===== src/verilog/dhsp_pkg.sv =====
package dhsp_pkg;
   // Frame lengths of the primary and secondary ports
   localparam int unsigned PRI_SHORT_BITS = 16;
   localparam int unsigned PRI_LONG_BITS  = 32;
   localparam int unsigned SEC_BITS       = 16;
   localparam int unsigned REG_COUNT      = 87;
   localparam int unsigned ADDR_W         = 7;
   localparam int unsigned SEC_REG_COUNT  = 8;
   // Bits of a read header after which the addressed word is loaded
   localparam int unsigned READ_BITS      = 8;
   // Switch command register address and bit
   localparam logic [6:0]  SWITCH_ADDR    = 7'h56;
   localparam int unsigned SWITCH_BIT     = 0;
   localparam logic [15:0] REG_RESET      = 16'h0000;
   // Logic clock and switch delay
   localparam int unsigned CLK_HZ          = 125_000_000;
   localparam int unsigned SWITCH_DELAY_NS = 5000;
   localparam int unsigned SWITCH_CYCLES   =
      (SWITCH_DELAY_NS * (CLK_HZ / 1_000_000) + 999) / 1000;
   // Longest switch delay allowed, 10 us of logic clock
   localparam int unsigned MAX_DELAY_CYCLES = 10 * (CLK_HZ / 1_000_000);

   typedef struct packed {
      logic sel_n;
      logic sck;
      logic din;
   } dhsp_pins_s;
endpackage


===== src/verilog/dhsp_ports.sv =====
`timescale 1ns/10ps
module dhsp_ports #(
   parameter int unsigned DELAY_CYCLES = dhsp_pkg::SWITCH_CYCLES
) (
   // Clock and reset
   input  wire logic              core_clk,
   input  wire logic              nrst,
   // Primary host port
   input  wire dhsp_pkg::dhsp_pins_s pri_pins,
   output logic                   pri_miso,
   output logic                   pri_miso_oe_n,
   // Secondary readout port
   input  wire logic              sec_sel_n,
   input  wire logic              sec_sck,
   output logic                   sec_miso,
   output logic                   sec_miso_oe_n,
   // Auxiliary switch
   output logic                   aux_switch_closed
);
   import dhsp_pkg::*;

   initial begin
      if (DELAY_CYCLES < 1 || DELAY_CYCLES > MAX_DELAY_CYCLES)
         $error("DELAY_CYCLES out of range");
   end

   // Two-stage synchronisers
   logic [2:0] pri_s1, pri_s2, pri_d;
   logic [1:0] sec_s1, sec_s2, sec_d;
   always_ff @(posedge core_clk) begin
      if (!nrst) begin
         pri_s1 <= 3'h7;
         pri_s2 <= 3'h7;
         pri_d  <= 3'h7;
         sec_s1 <= 2'h3;
         sec_s2 <= 2'h3;
         sec_d  <= 2'h3;
      end else begin
         pri_s1 <= {pri_pins.sel_n, pri_pins.sck, pri_pins.din};
         pri_s2 <= pri_s1;
         pri_d  <= pri_s2;
         sec_s1 <= {sec_sel_n, sec_sck};
         sec_s2 <= sec_s1;
         sec_d  <= sec_s2;
      end
   end

   wire p_sel_n = pri_s2[2];
   wire p_rise  = pri_s2[1] & ~pri_d[1] & ~p_sel_n;
   wire p_fall  = ~pri_s2[1] & pri_d[1] & ~p_sel_n;
   wire p_done  = p_sel_n & ~pri_d[2];
   wire p_start = ~p_sel_n & pri_d[2];
   wire s_sel_n = sec_s2[1];
   wire s_fall  = ~sec_s2[0] & sec_d[0] & ~s_sel_n;
   wire s_start = ~s_sel_n & sec_d[1];

   // Register file
   logic [15:0] regs [REG_COUNT];
   logic [31:0] p_shift;
   logic [5:0]  p_count;
   logic [31:0] p_out;
   logic [15:0] s_out;
   logic [2:0]  s_ptr;

   // Frame: bit 15 write, [14:8] address, [7:0] low data byte; long frame ignores [7:0] and adds the whole 16-bit word
   wire         is_short = (p_count == 6'(PRI_SHORT_BITS));
   wire         is_long  = (p_count == 6'(PRI_LONG_BITS));
   wire [15:0]  hdr      = is_long ? p_shift[31:16] : p_shift[15:0];
   wire         wr       = hdr[15];
   wire [6:0]   addr     = hdr[14:8];
   wire [15:0]  wdata    = is_long ? p_shift[15:0] : {8'h00, hdr[7:0]};
   wire         addr_ok  = addr < 7'(REG_COUNT);
   wire         commit   = p_done & (is_short | is_long) & wr & addr_ok;
   // After the first byte the address sits in the low seven shifted bits
   wire [6:0]   rd_addr  = p_shift[6:0];
   wire [15:0]  rd_word  = (rd_addr < 7'(REG_COUNT)) ? regs[rd_addr] : 16'h0000;

   always_ff @(posedge core_clk) begin
      if (!nrst) begin
         for (int i = 0; i < REG_COUNT; i++)
            regs[i] <= REG_RESET;
      end else if (commit) begin
         regs[addr] <= wdata;
      end
   end

   always_ff @(posedge core_clk) begin
      if (!nrst) begin
         p_shift <= 32'h0;
         p_count <= 6'h0;
      end else if (p_start) begin
         p_count <= 6'h0;
      end else if (p_rise) begin
         p_shift <= {p_shift[30:0], pri_s2[0]};
         if (p_count != 6'h3f)
            p_count <= p_count + 6'h1;
      end
   end

   // Primary output: one pad bit after the header byte, then the word MSB first
   wire         p_load        = (p_count == 6'(READ_BITS));
   wire [31:0]  next_p_out    = p_load ? {rd_word, 16'h0000} : {p_out[30:0], 1'b0};
   wire         next_pri_miso = p_load ? 1'b0 : p_out[31];
   always_ff @(posedge core_clk) begin
      if (!nrst) begin
         p_out    <= 32'h0;
         pri_miso <= 1'b0;
      end else if (p_start) begin
         p_out    <= 32'h0;
         pri_miso <= 1'b0;
      end else if (p_fall) begin
         p_out    <= next_p_out;
         pri_miso <= next_pri_miso;
      end
   end
   assign pri_miso_oe_n = p_sel_n;

   // Secondary port reads the last eight registers in turn
   function automatic int unsigned sec_index(input logic [2:0] ptr);
      return REG_COUNT - SEC_REG_COUNT + 32'(ptr);
   endfunction
   wire [15:0]  s_word = regs[sec_index(s_ptr)];
   always_ff @(posedge core_clk) begin
      if (!nrst) begin
         s_out    <= 16'h0;
         s_ptr    <= 3'h0;
         sec_miso <= 1'b0;
      end else if (s_start) begin
         s_out    <= s_word;
         s_ptr    <= s_ptr + 3'h1;
         sec_miso <= s_word[SEC_BITS-1];
      end else if (s_fall) begin
         s_out    <= {s_out[14:0], 1'b0};
         sec_miso <= s_out[14];
      end
   end
   assign sec_miso_oe_n = s_sel_n;

   // Switch follows its command bit after the delay count
   logic [10:0] sw_cnt;
   wire         sw_cmd = regs[SWITCH_ADDR][SWITCH_BIT];
   always_ff @(posedge core_clk) begin
      if (!nrst) begin
         sw_cnt            <= 11'h0;
         aux_switch_closed <= 1'b0;
      end else if (sw_cmd == aux_switch_closed) begin
         sw_cnt <= 11'h0;
      end else if (sw_cnt >= 11'(DELAY_CYCLES - 1)) begin
         aux_switch_closed <= sw_cmd;
         sw_cnt            <= 11'h0;
      end else begin
         sw_cnt <= sw_cnt + 11'h1;
      end
   end
endmodule


===== config.mk =====
export PLATFORM = sky130hd
export DESIGN_NAME = dhsp_ports
export DESIGN_NICKNAME = d
export VERILOG_FILES = /design/src/verilog/dhsp_pkg.sv /design/src/verilog/dhsp_ports.sv
export SDC_FILE = /design/constraint.sdc
export NUM_CORES = 2
export LEC_CHECK = 0
export ABC_CLOCK_PERIOD_IN_PS = 5200
export BUFFER_PORTS_ARGS = -buffer_cell sky130_fd_sc_hd__buf_2
export CAP_MARGIN = 10
export CELL_PAD_IN_SITES_DETAIL_PLACEMENT = 0
export CELL_PAD_IN_SITES_GLOBAL_PLACEMENT = 1
export CORE_UTILIZATION = 59
export DETAILED_ROUTE_END_ITERATION = 8
export GPL_ROUTABILITY_DRIVEN = 0
export PLACE_DENSITY = 0.89
export SKIP_CTS_REPAIR_TIMING = 1
export SLEW_MARGIN = 25
export SYNTH_ARGS = -nofsm -noshare
export SYNTH_HDL_FRONTEND = slang
export SYNTH_SLANG_ARGS = --single-unit

===== constraint.sdc =====
create_clock -name core_clk -period 5.2 [get_ports core_clk]
set_input_delay 0 -clock core_clk [delete_from_list [all_inputs] [get_ports core_clk]]
set_output_delay 0 -clock core_clk [all_outputs]
set_load 0.02 [all_outputs]

==> results_tabular.tex <==
\begin{tabular}{lr}
\hline
Metric & Value \\
\hline
\multicolumn{2}{l}{\textbf{Place}} \\
Count of input and output buffers & 11 \\
Final HPWL from detailed placement & 159000 µm \\
Post-Place Cell Area & 0.0999 mm² \\
\multicolumn{2}{l}{\textbf{Routing}} \\
Avg Vias per Cell & 6.55 \\
Total via count in the routed design & 57300 \\
Number of DRC markers after the initial detailed-route iteration & 8784 \\
Post-DRT Antenna Nets & 0 \\
Final wirelength & 253000 µm \\
DR WL/cell & 28.9 µm \\
Number of remaining DRC errors & 0 \\
First-pass iteration count of the detailed router & 6 \\
\multicolumn{2}{l}{\textbf{Worst setup path}} \\
Type of origin of the critical path & register \\
Worst Setup SP & p\_count[1] \\
Type of the worst setup path & reg2reg \\
Number of cell instances on the worst register-to-register path & 9 \\
Reg-to-reg critical path endpoint & regs[74][6] \\
Critical-path top delay cell & mux2i\_1 \\
Setup slack of the worst register-to-register path & 0.74 ns \\
Family with the most delay on the worst path & simple AND/OR/NAND/NOR gates \\
Logic depth of the worst path, buffers included & 9 \\
Worst path bufs/invs & 2 \\
Kind of end point of the critical path & register \\
Termination of the worst setup path & regs[74][6] \\
Largest driver fanout on the critical path & 12 \\
R2R Path Start & p\_count[1] \\
Worst-path cell chain & inv\_1 -> ha\_1 -> or3b\_4 -> nor2\_4 -> mux2i\_1 -> nor3b\_2 -> nand2\_1 -> nand2\_1 -> buf\_4 \\
Cell occurring most often along the worst timing path & nand2\_1 \\
Maximum cell stage delay along the critical path & 0.79 ns \\
Data arrival time of the worst path & 5.01 ns \\
Worst path required time & 5.75 ns \\
\multicolumn{2}{l}{\textbf{Logic synthesis}} \\
Arithmetic-cell share of the synthesized area counting full adders, half adders and majority gates & 0.000921 \\
Combinational family with the most area after synthesis & multiplexers \\
Complex-gate fraction of the synthesized area & 0.0292 \\
Number of different library cells in the post-synthesis netlist & 67 \\
YS warnings & 0 \\
Instance count of the mapped netlist & 5947 \\
Predominant post-synthesis flop cell & edfxtp\_1 \\
Mux contribution to synthesized area & 0.172 \\
Post-Syn Area & 0.0951 mm² \\
Sequential-to-total area share from yosys stat & 0.669 \\
Post-synth EDFFs & 2048 \\
Syn avg cell area & 16.0 µm² \\
Share of the synthesized netlist area taken by xor and xnor gates & 0.00147 \\
Async set-reset flop share out of synthesis & 0 \\
Post-synthesis share of cell area spent on and, or, nand and nor gates & 0.103 \\
Count of state elements after synthesis & 2155 \\
\multicolumn{2}{l}{\textbf{STA}} \\
Worst slew margin relative to its limit & 0.204 \\
Final clock skew & 0.0634 ns \\
Final count of pins violating max slew & 0 \\
Setup repair after global routing missed its margin & no \\
Final setup vio count & 0 \\
Period Utilization, post-route & 0.857 \\
F\_max & 224 MHz \\
Worst Hold Margin & 0.0949 ns \\
Slew @ Worst Pin & 1.16 ns \\
Time the final worst path needs with I/O delays and setup & 4.46 ns \\
Final hold viol count & 0 \\
Setup TNS Final & 0 ns \\
\multicolumn{2}{l}{\textbf{Global routing}} \\
Global-route wire length before repair & 369000 µm \\
Total overflow reported by the global router & 0 \\
Pin count of the biggest net entering global routing & 113 \\
All-layer global routing usage & 0.313 \\
Vias in the first global route & 55000 \\
Number of antenna violations at the first check in global routing & 8 \\
\multicolumn{2}{l}{\textbf{Clock network}} \\
Worst-case clock buffer depth & 3 \\
Number of CTS-inserted buffers & 209 \\
H-Tree Level Count & 4 \\
TritonCTS clock tree & built \\
Clock root buffer & clkbuf\_16 \\
Insertion delay to the later sink of the worst-skew pair & 0.87 ns \\
Clock Pin Slew Worst Setup and Hold Paths & 0.06 ns \\
Clock Sinks & 2155 \\
\multicolumn{2}{l}{\textbf{Power}} \\
Power per standard cell area & 338 mW/mm² \\
Pwr Total & 36.1 mW \\
Leakage power & 37.6 nW \\
Worst IR Drop VDD & 0.337 mV \\
\multicolumn{2}{l}{\textbf{Finish}} \\
Final standard cell area without fillers & 0.107 mm² \\
Fraction of final layout cells sized beyond drive strength 1 & 0.180 \\
Number of fill cells in the layout & 10500 \\
Layout Nets & 6439 \\
Synth-to-layout area growth & 12.2\% \\
\multicolumn{2}{l}{\textbf{Die}} \\
Die outline area & 0.163 mm² \\
Area of the placeable core & 0.159 mm² \\
I/O pins & 12 \\
Horizontal extent of the die & 404 µm \\
Row Count & 146 \\
Initial cell density of the core & 0.597 \\
Die outline height & 404 µm \\
\multicolumn{2}{l}{\textbf{Worst hold path}} \\
Hold WC Path Type & in2reg \\
\multicolumn{2}{l}{\textbf{Outcome}} \\
Outcome & completed \\
\multicolumn{2}{l}{\textbf{Run}} \\
Reported max-cap violation count & 0 \\
\hline
\end{tabular}
## cell type report
type | count | area [µm²] | share of cell area
sequential | 2155 | 63700 | 0.597
multi-input combinational | 3855 | 31900 | 0.299
clock buffer | 276 | 5640 | 0.0528
tap | 2146 | 2690 | 0.0252
timing repair buffer | 178 | 1730 | 0.0162
clock inverter | 110 | 968 | 0.00908
inverter | 26 | 100 | 0.000938
antenna | 6 | 15.0 | 0.000141
## worst reg2reg max path: cells and delay by family, from the launching register on
kind | cells | cell delay, ns
buffers and inverters | 2 | 0.37
and+or+nand+nor | 5 | 2.48
DFF | 1 | 0.33
muxes | 1 | 0.79
adders and majority gates | 1 | 0.17
## through the flow
stage               worst slack [ns]   util  std cells
floorplan                       1.89      -       6603
global placement               0.824  0.627       8343
detailed placement             0.728  0.627       8343
CTS                            0.694  0.668       8729
global route                   0.503  0.670       8746
finish                         0.742  0.670       8752
## routing by layer
metal  global-route usage  routed length (µm)  vias to the layer above
li1                     -                   -                    23600
met1                0.433               90900                    28900
met2                0.463              114000                     4080
met3               0.0789               33100                      691
met4                0.162               14800                       12
met5                    0                  80                        -
## logic make-up (layout without fill, tap and decap cells)
logic type               after synthesis  after routing
multiplexers                         821            821
AO/OA/AOI/OAI                        394            394
other                                  1            663
XOR/XNOR                              16             16
AND/OR/NAND/NOR                     1960           1960
flip-flops                          2155           2155
adder cells (fa/ha/maj)                7              7
buffers and inverters                593            590
## Yosys cell counts, types with 8 or more instances
master,instances,area [µm²]
edfxtp_1,2048,61500
nor2_1,754,2830
and3_1,655,4100
mux4_2,647,14600
clkbuf_1,419,1570
nand2_1,298,1120
mux2i_1,164,1640
dfxtp_1,107,2140
a22oi_1,101,758
buf_2,87,435
a21oi_1,65,325
and2_1,63,394
o22ai_1,52,325
buf_1,47,176
nand3_1,44,220
o21ai_0,39,195
a22o_1,26,228
inv_1,26,97.6
nand2b_1,24,150
nand2_2,23,144
nor4_1,18,113
o31ai_1,16,120
a211oi_1,13,97.6
buf_4,12,90.1
o22a_1,11,96.3
mux2_2,10,113
nor3_1,10,50.1
nor2b_1,9,56.3
xnor2_1,9,78.8
a221oi_1,8,70.1
nand4_1,8,50.1
o221ai_1,8,70.1
o32ai_1,8,70.1
or4_1,8,60.1
## power breakdown
part           switching (mW)  internal, mW
sequential              0.292          19.7
clock                    6.51          8.18
combinational           0.845         0.555
total                    7.65          28.4
## state kept, by name, indices dropped and copies added (netlist names), named ones only
name / count
aux_switch_closed: 1
p_count: 6
p_out: 16
p_shift: 32
pri_d: 2
pri_miso: 1
pri_s1: 3
pri_s2: 3
regs: 2048
s_out: 15
s_ptr: 3
sec_d: 2
sec_miso: 1
sec_s1: 2
sec_s2: 2
sw_cnt: 11
## how the worst min path moves through the flow
stage | from | to | slack [ns] | cells after the start
CTS | sec_sel_n | sec_s1[1] | -0.72 | 2
global route | nrst | sec_d[1] | 0.07 | 3
global placement | sec_sel_n | sec_s1[1] | 0.18 | 2
finish | nrst | sec_s2[1] | 0.09 | 3
floorplan | nrst | sec_d[1] | 0.07 | 1
detailed placement | sec_sel_n | sec_s1[1] | 0.19 | 2
## cells in the final DEF, fill, tap and decap left out, types with 9 or more instances in the layout
| cell | n |
|---|---|
| dfxtp_4 | 12 |
| buf_2 | 10 |
| and2_1 | 62 |
| nand2b_1 | 24 |
| o22ai_1 | 52 |
| clkbuf_1 | 57 |
| buf_12 | 28 |
| nand3_1 | 44 |
| a211oi_1 | 13 |
| mux2i_1 | 164 |
| xnor2_1 | 9 |
| clkinv_2 | 25 |
| dfxtp_1 | 94 |
| nand2_1 | 290 |
| nor3_1 | 9 |
| edfxtp_1 | 2048 |
| buf_4 | 122 |
| conb_1 | 657 |
| a22o_1 | 26 |
| o31ai_1 | 13 |
| inv_1 | 19 |
| dlygate4sd3_1 | 16 |
| o21ai_0 | 39 |
| nor4_1 | 18 |
| clkbuf_16 | 214 |
| nand2_2 | 23 |
| and3_1 | 655 |
| mux4_2 | 647 |
| nor2_1 | 751 |
| a21oi_1 | 63 |
| o22a_1 | 11 |
| a22oi_1 | 101 |
| clkinv_1 | 54 |
| bufinv_16 | 11 |
| mux2_2 | 10 |
Note: power is estimated with default switching activity, not from simulation.
